[config.mk]
export PLATFORM = sky130hd
export DESIGN_NAME = otp_slave_program_strobe_n
export DESIGN_NICKNAME = d
export VERILOG_FILES = /design/src/design/otp_program_strobe_n_pkg.sv /design/src/design/otp_sync_if.sv /design/src/design/otp_pin_sync.sv /design/src/design/otp_slave_program_strobe_n.sv
export SDC_FILE = /design/constraint.sdc
export NUM_CORES = 1
export LEC_CHECK = 0
export BUFFER_PORTS_ARGS = -buffer_cell sky130_fd_sc_hd__buf_2
export CORE_UTILIZATION = 58
export CTS_BUF_LIST = sky130_fd_sc_hd__clkbuf_8
export CTS_CLUSTER_SIZE = 12
export DETAILED_ROUTE_END_ITERATION = 12
export PLACE_DENSITY = 0.85
export SLEW_MARGIN = 15
export SYNTH_ARGS = -nofsm -noshare
export SYNTH_HDL_FRONTEND = slang
export SYNTH_SLANG_ARGS = --single-unit
[constraint.sdc]
create_clock -name clk_i -period 2.8 [get_ports clk_i]
set_input_delay 0.14 -clock clk_i [delete_from_list [all_inputs] [get_ports clk_i]]
set_output_delay 0.14 -clock clk_i [all_outputs]
set_load 0.005 [all_outputs]
[src/design/otp_program_strobe_n_pkg.sv]
// constants and types shared by the slave programming port
// ----------------------------------------------------------------------------
// Notes on behaviour
// - sample algorithm select after reset when programming
// - program strobe honoured only in slave mode
// - strobe rising edge captures bus, starts programming
// - strobe falling edge ends current programming
// - verify output high means word programmed correctly; code also raises it in done after a dump or any other non-program command
// - verify low after rising edge means error; code holds it low for the whole pulse count, only low in done means error
// - command latch low reads command/address bus
// - programming bus is open-drain bidirectional
// ----------------------------------------------------------------------------
package otp_program_strobe_n_pkg;
  localparam int           BUS_W          = 16;
  localparam int           SEL_W          = 4;
  // algorithm select code meaning slave programming
  localparam logic [3:0]   SEL_SLAVE      = 4'hD;
  // program pulse length in ns and in cycles at 100 MHz
  localparam int           CLK_NS         = 10;
  localparam int           PROGRAM_STROBE_N_TIME_NS   = 100;
  localparam int           PROGRAM_STROBE_N_CYCLES    = (PROGRAM_STROBE_N_TIME_NS + CLK_NS - 1) / CLK_NS;
  localparam int           CNT_W          = 8;
  localparam logic [7:0]   CNT_ZERO       = 8'h00;
  localparam logic [7:0]   CNT_ONE        = 8'h01;
  localparam logic [15:0]  WORD_ZERO      = 16'h0000;
  // command codes seen on the bus while the command latch is low
  localparam logic [15:0]  CMD_PROGRAM    = 16'h0001;
  localparam logic [15:0]  CMD_DUMP       = 16'h0002;
  // cycles after reset release until the filtered pins are valid
  typedef logic [2:0] settle_t;
  localparam settle_t      SETTLE_ZERO    = 3'h0;
  localparam settle_t      SETTLE_ONE     = 3'h1;
  localparam settle_t      SETTLE_LAST    = 3'h4;

  typedef enum logic [1:0] {ST_IDLE, ST_BUSY, ST_DONE} program_strobe_n_state_t;
endpackage

[src/design/otp_sync_if.sv]
// bundle of synchronised programming pins passed to the core
interface otp_sync_if;
  logic        strobe_n;
  logic        latch_n;
  logic        ext_access_n;
  logic [15:0] bus;
  modport src (output strobe_n, latch_n, ext_access_n, bus);
  modport dst (input  strobe_n, latch_n, ext_access_n, bus);
endinterface

[src/design/otp_pin_sync.sv]
// three-stage pin synchroniser with agreement filter
module otp_pin_sync #(
  parameter int W = 19
) (
  input  wire logic         clk_i,
  input  wire logic         resetn_i,
  input  wire logic [W-1:0] pins_i,
  output logic      [W-1:0] level_o
);
  logic [W-1:0] s1, s2, s3, lvl, next_lvl;

  // refuse an empty synchroniser
  if (W < 1) begin : g_bad_width
    $error("otp_pin_sync: width must be positive");
  end

  // a bit changes once the second and third stages agree
  always_comb begin
    for (int i = 0; i < W; i++) begin
      next_lvl[i] = (s2[i] == s3[i]) ? s3[i] : lvl[i];
    end
  end

  always_ff @(posedge clk_i or negedge resetn_i) begin
    if (!resetn_i) begin
      s1  <= '1;
      s2  <= '1;
      s3  <= '1;
      lvl <= '1;
    end else begin
      s1  <= pins_i;
      s2  <= s1;
      s3  <= s2;
      lvl <= next_lvl;
    end
  end

  assign level_o = lvl;
endmodule

[src/design/otp_slave_program_strobe_n.sv]
// slave programming port: strobe, latch, verify and open-drain bus
module otp_slave_program_strobe_n
  import otp_program_strobe_n_pkg::*;
#(
  parameter int PROGRAM_STROBE_N_CYC = PROGRAM_STROBE_N_CYCLES
) (
  // clock and reset
  input  wire logic               clk_i,
  input  wire logic               resetn_i,
  // programming pins
  input  wire logic               external_access_n_i,
  input  wire logic [SEL_W-1:0]   programming_algorithm_select_i,
  input  wire logic               program_strobe_n_i,
  input  wire logic               command_latch_n_i,
  input  wire logic [BUS_W-1:0]   programming_word_bus_i,
  output logic      [BUS_W-1:0]   programming_word_bus_o,
  output logic      [BUS_W-1:0]   programming_word_bus_oe_o,
  output logic                    program_verify_ok_o,
  // array side
  output logic                    array_write_o,
  output logic      [BUS_W-1:0]   array_addr_o,
  output logic      [BUS_W-1:0]   array_data_o,
  input  wire logic [BUS_W-1:0]   array_rdata_i,
  // captured mode
  output logic      [SEL_W-1:0]   algorithm_o,
  output logic                    slave_mode_o
);
  // ----------------------------------------------------------------------------
  // parameter checks
  // ----------------------------------------------------------------------------
  // refuse pulse lengths the down counter cannot hold
  if (PROGRAM_STROBE_N_CYC < 1 || PROGRAM_STROBE_N_CYC > (1 << CNT_W) - 1) begin : g_bad_program_strobe_n_cyc
    $error("otp_slave_program_strobe_n: PROGRAM_STROBE_N_CYC out of range");
  end

  // positions of each pin group in the synchroniser word
  localparam int PIN_STB = BUS_W;
  localparam int PIN_LAT = BUS_W + 1;
  localparam int PIN_EXT = BUS_W + 2;
  localparam int PIN_SEL = BUS_W + 3;
  localparam int PIN_W   = PIN_SEL + SEL_W;

  // ----------------------------------------------------------------------------
  // pin synchronisation
  // ----------------------------------------------------------------------------
  otp_sync_if         sp ();
  logic [PIN_W-1:0]   sync_lvl;
  logic [SEL_W-1:0]   sel_lvl;

  // every pin, the algorithm select included, passes the same three stages
  otp_pin_sync #(.W(PIN_W)) u_sync (
    .clk_i    (clk_i),
    .resetn_i (resetn_i),
    .pins_i   ({programming_algorithm_select_i, external_access_n_i, command_latch_n_i,
                program_strobe_n_i, programming_word_bus_i}),
    .level_o  (sync_lvl)
  );

  // split the filtered word back into its pin groups
  assign sp.ext_access_n = sync_lvl[PIN_EXT];
  assign sp.latch_n      = sync_lvl[PIN_LAT];
  assign sp.strobe_n     = sync_lvl[PIN_STB];
  assign sp.bus          = sync_lvl[BUS_W-1:0];
  assign sel_lvl         = sync_lvl[PIN_SEL +: SEL_W];

  // ----------------------------------------------------------------------------
  // mode capture after reset
  // ----------------------------------------------------------------------------
  logic             captured, next_captured;
  logic [SEL_W-1:0] algo, next_algo;
  logic             slave, next_slave;
  settle_t          settle, next_settle;

  // wait until the filtered pins are valid, then capture once; a capture at
  // the first edge would only see the synchroniser's reset value
  always_comb begin
    next_captured = captured;
    next_settle   = settle;
    next_algo     = algo;
    next_slave    = slave;
    if (!captured) begin
      if (settle == SETTLE_LAST) begin
        next_captured = 1'b1;
        next_algo     = sel_lvl;
        next_slave    = !sp.ext_access_n && (sel_lvl == SEL_SLAVE);
      end else begin
        next_settle   = settle + SETTLE_ONE;
      end
    end
  end

  always_ff @(posedge clk_i or negedge resetn_i) begin
    if (!resetn_i) begin
      settle   <= SETTLE_ZERO;
      captured <= 1'b0;
      algo     <= '0;
      slave    <= 1'b0;
    end else begin
      settle   <= next_settle;
      captured <= next_captured;
      algo     <= next_algo;                                           // held, relies on stable pins
      slave    <= next_slave;
    end
  end

  // ----------------------------------------------------------------------------
  // strobe handshake and verify
  // ----------------------------------------------------------------------------
  program_strobe_n_state_t          state, next_state;
  logic                 strobe_d, latch_d;
  logic [CNT_W-1:0]     cnt, next_cnt;
  logic [BUS_W-1:0]     addr, next_addr, data, next_data, cmd, next_cmd;
  logic [BUS_W-1:0]     drv, next_drv;
  logic                 ok, next_ok, wr, next_wr;
  logic                 rise, fall, latch_fall;

  // strobe rising edge as seen after the synchroniser; ignored outside slave mode
  assign rise       = slave && sp.strobe_n && !strobe_d;

  always_comb begin
    fall       = slave && !sp.strobe_n && strobe_d;
    latch_fall = slave && !sp.latch_n && latch_d;
    next_state = state;
    next_cnt   = cnt;
    next_addr  = addr;
    next_data  = data;
    next_cmd   = cmd;
    next_drv   = drv;
    next_ok    = ok;
    next_wr    = 1'b0;
    // command or address taken while the latch input is low
    if (slave && !sp.latch_n) begin
      if (latch_fall) next_cmd = sp.bus;
      else            next_addr = sp.bus;
    end
    unique case (state)
      ST_IDLE: begin
        if (rise && sp.latch_n) begin
          next_data  = sp.bus;
          next_ok    = 1'b0;
          next_cnt   = CNT_W'(PROGRAM_STROBE_N_CYC);
          next_wr    = (cmd == CMD_PROGRAM);
          next_state = ST_BUSY;
        end
      end
      ST_BUSY: begin
        next_ok = 1'b0;
        if (fall) begin
          next_state = ST_IDLE;
        end else if (cnt == CNT_ONE) begin
          next_cnt   = CNT_ZERO;
          next_state = ST_DONE;
          // load the dump word so the bus shows it from the first done cycle
          if (cmd == CMD_DUMP) next_drv = array_rdata_i;
        end else begin
          next_cnt = cnt - CNT_ONE;
        end
      end
      ST_DONE: begin
        // read back and compare; low means failed word
        next_ok = (cmd != CMD_PROGRAM) || (array_rdata_i == data);
        if (cmd == CMD_DUMP) next_drv = array_rdata_i;
        if (fall) begin
          next_state = ST_IDLE;
          next_drv   = WORD_ZERO;
          next_ok    = 1'b0;
        end
      end
      default: next_state = ST_IDLE;
    endcase
    if (!slave) next_ok = 1'b0;
  end

  always_ff @(posedge clk_i or negedge resetn_i) begin
    if (!resetn_i) begin
      state    <= ST_IDLE;
      strobe_d <= 1'b1;
      latch_d  <= 1'b1;
      cnt      <= CNT_ZERO;
      addr     <= WORD_ZERO;
      data     <= WORD_ZERO;
      cmd      <= WORD_ZERO;
      drv      <= WORD_ZERO;
      ok       <= 1'b0;
      wr       <= 1'b0;
    end else begin
      state    <= next_state;
      strobe_d <= sp.strobe_n;
      latch_d  <= sp.latch_n;
      cnt      <= next_cnt;
      addr     <= next_addr;
      data     <= next_data;
      cmd      <= next_cmd;
      drv      <= next_drv;
      ok       <= next_ok;
      wr       <= next_wr;
    end
  end

  // ----------------------------------------------------------------------------
  // outputs; open-drain bus only pulls low where data bit is zero
  // ----------------------------------------------------------------------------
  logic [BUS_W-1:0] bus_oe, bus_out;
  // pull enables follow the dump word; the data side only ever pulls low
  always_ff @(posedge clk_i or negedge resetn_i) begin
    if (!resetn_i) begin
      bus_oe   <= WORD_ZERO;
      bus_out  <= WORD_ZERO;
    end else begin
      bus_oe   <= (slave && (cmd == CMD_DUMP) && (next_state == ST_DONE)) ? ~next_drv : WORD_ZERO;
      bus_out  <= WORD_ZERO;
    end
  end

  assign programming_word_bus_o    = bus_out;
  assign programming_word_bus_oe_o = bus_oe;
  assign program_verify_ok_o       = ok;
  assign array_write_o             = wr;
  assign array_addr_o              = addr;
  assign array_data_o              = data;
  assign algorithm_o               = algo;
  assign slave_mode_o              = slave;
endmodule

==> results of run 1 <==
==> timing repair <==
item | in CTS | in global routing
hold buffers | 40 | 0
hold endpoints to repair | 115 | 0
endpoints found under the setup margin | 0 | 2
resized for setup | 0 | 2
==> metal layers <==
metal | vias to the layer above | part of all wire | track usage
met5 | - | 0 | 0
met3 | 28 | 0.050 | 0.0584
met4 | 0 | 0.021 | 0.0904
li1 | 1878 | - | -
met2 | 129 | 0.49 | 0.332
met1 | 2079 | 0.44 | 0.294
==> power by group <==
group	switching, mW	internal (mW)
registers	0.185	3.11
clock network	0.899	1.03
logic	0.320	0.332
total	1.40	4.47
==> state kept, by name, indices dropped and copies added (netlist names), 2 cells and up <==
| register | cells |
|---|---|
| u_sync.level_o | 23 |
| u_sync.s1 | 23 |
| cnt | 8 |
| state | 2 |
| drv | 16 |
| algorithm_o | 4 |
| cmd | 16 |
| programming_word_bus_oe_o | 16 |
| u_sync.s3 | 23 |
| array_data_o | 16 |
| array_addr_o | 16 |
| settle | 3 |
| u_sync.s2 | 23 |
==> area by class of cell <==
| cell class | instances | area [sq um] |
|---|---|---|
| tap | 168 | 210 |
| inverter | 12 | 45.0 |
| clock buffer | 20 | 275 |
| timing repair buffer | 142 | 950 |
| sequential | 195 | 5000 |
| fill | 773 | 3370 |
| clock inverter | 12 | 163 |
| multi-input combinational | 229 | 2050 |
==> stage by stage <==
step,utilization,area (sq um),hold slack (ps)
after global routing,0.721,8690,291
after floorplan,-,7290,-156
after detailed placement,0.650,7840,234
final,0.721,8690,275
after CTS,0.720,8680,285
after global placement,0.650,7840,224
==> critical path: stages, from the launching register on <==
cell and delay (ps):
dfrtp_1 410, inv_1 110, ha_1 180, or3b_2 500
or4b_4 520, a221oi_4 260, nand4bb_1 150, buf_4 240
a221oi_1 230
==> cells in the final DEF (no fill, tap or decap), types with 9 or more instances in the layout <==
cell type      instances
dfrtp_1              101
buf_2                 94
dfstp_2               94
mux2_2                52
dlygate4sd3_1         40
xnor2_1               23
maj3_1                23
clkbuf_8              21
a22o_1                16
conb_1                16
inv_1                 15
a221oi_2              12
nor2_1                 9
==> final timing paths <==
| path | from | endpoint | slack (ps) | cells after the start |
|---|---|---|---|---|
| setup / recovery | cnt[1] | programming_word_bus_oe_o[3] | 100 | 8 |
| hold / removal | resetn_i | programming_word_bus_oe_o[4] | 270 | 2 |
| setup reg to reg | cnt[1] | programming_word_bus_oe_o[3] | 100 | 8 |
| hold reg to reg | u_sync.s2[22] | u_sync.s3[22] | 360 | 0 |
| max in group asynchronous | resetn_i | programming_word_bus_oe_o[6] | 1700 | 3 |
| min in group clk_i | programming_word_bus_i[5] | u_sync.s1[5] | 310 | 2 |
==> Yosys cell counts, types with 4 or more instances <==
master	count
buf_4	16
maj3_1	23
inv_1	12
xnor2_1	23
o21ai_0	4
a221oi_2	10
a221oi_1	7
buf_6	5
nand2_1	6
clkbuf_1	6
dfstp_2	94
a21oi_1	5
a22o_1	16
nand4_1	7
ha_1	8
dfrtp_1	101
nor4_1	4
nor2_1	9
mux2_2	52
==> cells by family after synthesis <==
kind of cell,count (synthesis)
xor gates and xnor gates,23
other,1
buffers and inverters,43
muxes,52
AOI/OAI and AO/OA,57
DFF,195
adders and majority gates,31
and+or+nand+nor,50
==> impl_metrics.yaml, run 1 <==
global_route:
  grt_util_all_layers: 0.216
  grt_max_degree: 89
  grt_overflow_total: 0
  antenna_found_initial: 0
  grt_pass1_vias: 4145
  grt_pass1_wl_um: 20900
place:
  numPortBuffers: 95
  pre_cts_ws_ps: 166
  post-place-cells: 706
  gp_congestion: 0.785
  hpwl_um: 8520
worst_setup_path:
  crit_fanout: 16
  critical_path_class: "register to register"
  cp-start-kind: "register"
  end_kind: "register"
  cp.arrival_ps: 3050
  required_ps: 3160
finish:
  drive_gt1_frac: 0.490
  layout.nets: 646
  antennaDiodeCount: 0
  instances_no_fill: 778
  syn_to_final_growth_pct: 20.2
synth:
  ys_types: 50
  synthSimpleGateAreaFrac: 0.0424
  syn-cell-area_sq_um: 7230
  ys.flop_type: "dfrtp_1"
  synth_compound_area_frac: 0.0742
  muxShareOfSynthArea: 0.0810
  synth-edff-count: 0
  synth_area_leader_cell: "dfrtp_1"
  synthTopCellsByArea: "dfrtp_1 35%, dfstp_2 34%, mux2_2 8.1%, maj3_1 3.2%, xnor2_1 2.8%"
  synth_seq_area_share: 0.691
  synth_xor_area_frac: 0.0279
  synth_cells: 452
  synth-adder-area-share: 0.0457
  netlist.area_leader.share: 0.350
  ys_ff_latch: 195
  postSynthAreaPerCell_sq_um: 16.0
  async_flop_share: 1.00
  synth_top_family_by_area: "multiplexers"
  yosys_warnings: 0
route:
  ant_nets: 0
  wl_per_cell_um: 16.5
  routed_wirelength_um: 12800
  first_iter_violations: 314
  drc_errors: 0
  routed_via_density: 5.29
  firstDrtPassIters: 4
  num_vias: 4114
sta:
  setup_slack_ps: 103
  max_slew_margin: 0.503
  grt_setup_unrepaired: "false"
  drv_slew: 0
  worst_slew_pin_slew_ps: 743
  timing.final.crit_share: 0.963
  final-setup-viol-count: 0
  min_period_ps: 2700
  max_freq_ghz: 0.371
  hold_viol: 0
  finalClockSkew_ps: 9.92
  finalSetupTns_ps: 0
clock_tree:
  insertion_delay_ps: 460
  cts_setup_buffers: 0
  cts_tree: "yes"
  clock-sinks: 195
  cts_made_buffers: 17
  path_clk_slew_ps: 90
  h-tree-depth: 4
  cts_root_buf: "clkbuf_8"
  cts_buffer_depth: 2
floorplan:
  coreArea_sq_um: 12100
  start_util: 0.599
  dieArea_sq_um: 12900
  ioPinCount: 112
  rows: 40
  die_h_um: 114
  fp.dieW_um: 114
power:
  max-vdd-ir-drop_uv: 389
  p_per_area_nw_per_um2: 676
  total_power_mw: 5.88
  leakage_nw: 4.06
job:
  cap_violations: 0
status:
  status: "complete, no violations"
min_path:
  holdCritPathClass: "input pin to asynchronous set/reset pin"
No activity file was read; power rests on OpenSTA's default activity.
==> inputs of run 2 (changes only) <==
Settings changed: PLACE_DENSITY 0.85 to 0.81.
==> run 2 against run 1 <==
Against the previous run:
- register-to-register slack better by 50 ps
- clock-buffer cell count is 1 lower
- cell count is 0.13% lower
- clock skew is 4.9 ps higher
- combinational power hardly changed
==> impl_metrics.yaml, run 2 (synthesized netlist as in run 1, its figures left out) <==
finish:
  antennaDiodeCount: 0
  final_cell_mix: "101 x dfrtp_1, 94 x buf_2, 94 x dfstp_2, 52 x mux2_2, 40 x dlygate4sd3_1"
  syn_to_final_growth_pct: 19.9
  multiInputGateArea_sq_um: 2040
  final_common_cell: "dfrtp_1"
  seq_area_sq_um: 5000
  instances_no_fill: 777
  drive_gt1_frac: 0.489
  layout.nets: 645
  fillers: 749
worst_setup_path:
  rr_endpoint: "programming_word_bus_oe_o[0]"
  cp.arrival_ps: 2990
  crit_fanout: 16
  required_ps: 3140
  critical_path_class: "register to register"
  reg2reg_depth: 8
  r2r_slack_ps: 150
  end_kind: "register"
  timing.rr.start: "cnt[1]"
  cp-start-kind: "register"
floorplan:
  dieArea_sq_um: 12900
  ioPinCount: 112
  coreArea_sq_um: 12100
  rows: 40
  die_h_um: 114
  start_util: 0.599
  fp.dieW_um: 114
power:
  leakage_nw: 4.04
  p_per_area_nw_per_um2: 675
  max-vdd-ir-drop_uv: 391
place:
  hpwl_um: 8170
  numPortBuffers: 95
  post-place-cells: 705
  pre_cts_ws_ps: 214
  gp_congestion: 0.771
clock_tree:
  cts_resized: 0
  cts_buffer_depth: 2
  clock-sinks: 195
  cts_root_buf: "clkbuf_8"
  cts_made_buffers: 17
  insertion_delay_ps: 460
  path_clk_slew_ps: 90
  cts_tree: "yes"
  h-tree-depth: 4
sta:
  max_freq_ghz: 0.378
  final-setup-viol-count: 0
  max_slew_margin: 0.506
  worst_slew_pin_slew_ps: 739
  hold_viol: 0
  grt_setup_unrepaired: "false"
  finalClockSkew_ps: 14.8
  timing.final.crit_share: 0.945
  finalSetupTns_ps: 0
  setup_slack_ps: 153
  min_period_ps: 2650
  drv_slew: 0
global_route:
  grt_max_degree: 85
  grt_pass1_vias: 4129
  grt_overflow_total: 0
  grt_pass1_wl_um: 20400
  antenna_found_initial: 0
  grt_util_all_layers: 0.210
min_path:
  holdCritPathClass: "input pin to asynchronous set/reset pin"
route:
  drc_errors: 0
  ant_nets: 0
  routed_wirelength_um: 12500
  wl_per_cell_um: 16.1
  routed_via_density: 5.26
  num_vias: 4090
  first_iter_violations: 332
  firstDrtPassIters: 4
status:
  status: "complete, no violations"
job:
  cap_violations: 0
==> run 2: area by class of cell <==
type | instances | share of cell area
well taps | 168 | 0.0243
repair buffers | 141 | 0.109
clock buffers | 19 | 0.0302
inverters | 12 | 0.00520
clock inverters | 13 | 0.0196
multi-input cells | 229 | 0.235
flip-flops and latches | 195 | 0.577
==> run 2: what timing repair did <==
action                                 in CTS  in global routing
hold buffers                               40                  0
setup endpoints to repair                   0                  0
endpoints found under the hold margin      92                  0
buffers inserted                            0                  0
==> run 2: metal layers <==
metal | routed length [um] | part of all wire | track usage | up-vias
met5 | 0 | 0 | 0 | -
met2 | 6020 | 0.48 | 0.325 | 122
met4 | 129 | 0.010 | 0.0754 | 0
li1 | - | - | - | 1886
met3 | 557 | 0.045 | 0.0579 | 8
met1 | 5790 | 0.46 | 0.288 | 2074
==> run 2: critical path, cell delays in order (launching register included) <==
cell and delay [ps]:
dfrtp_1 410, inv_1 110, ha_1 160, or3b_2 490
or4b_4 510, a221oi_4 250, nand4bb_1 130, buf_4 220
a221oi_1 260
==> run 2: per-stage QoR <==
stage / area (sq um) / utilization / hold slack [ps] / power, mW
after floorplan: 7290 / - / -156 / 3.68
after global placement: 7830 / 0.649 / 182 / 3.90
after detailed placement: 7830 / 0.649 / 186 / 3.94
after CTS: 8660 / 0.718 / 240 / 5.91
after global routing: 8660 / 0.718 / 265 / 6.12
final: 8660 / 0.718 / 241 / 5.85
==> run 2: worst max path at each step <==
stage | startpoint | cells past startpoint | to
detailed placement | cnt[1] | 8 | programming_word_bus_oe_o[15]
global route | cnt[1] | 8 | programming_word_bus_oe_o[4]
finish | cnt[1] | 8 | programming_word_bus_oe_o[0]
global placement | cnt[1] | 8 | programming_word_bus_oe_o[4]
CTS | cnt[1] | 8 | programming_word_bus_oe_o[0]
floorplan | cnt[1] | 9 | programming_word_bus_oe_o[10]
==> run 2: power breakdown <==
part / leakage (nW) / internal, mW / switching, mW
registers: 2.36 / 3.11 / 0.185
logic: 1.45 / 0.330 / 0.317
clock network: 0.226 / 0.948 / 0.963
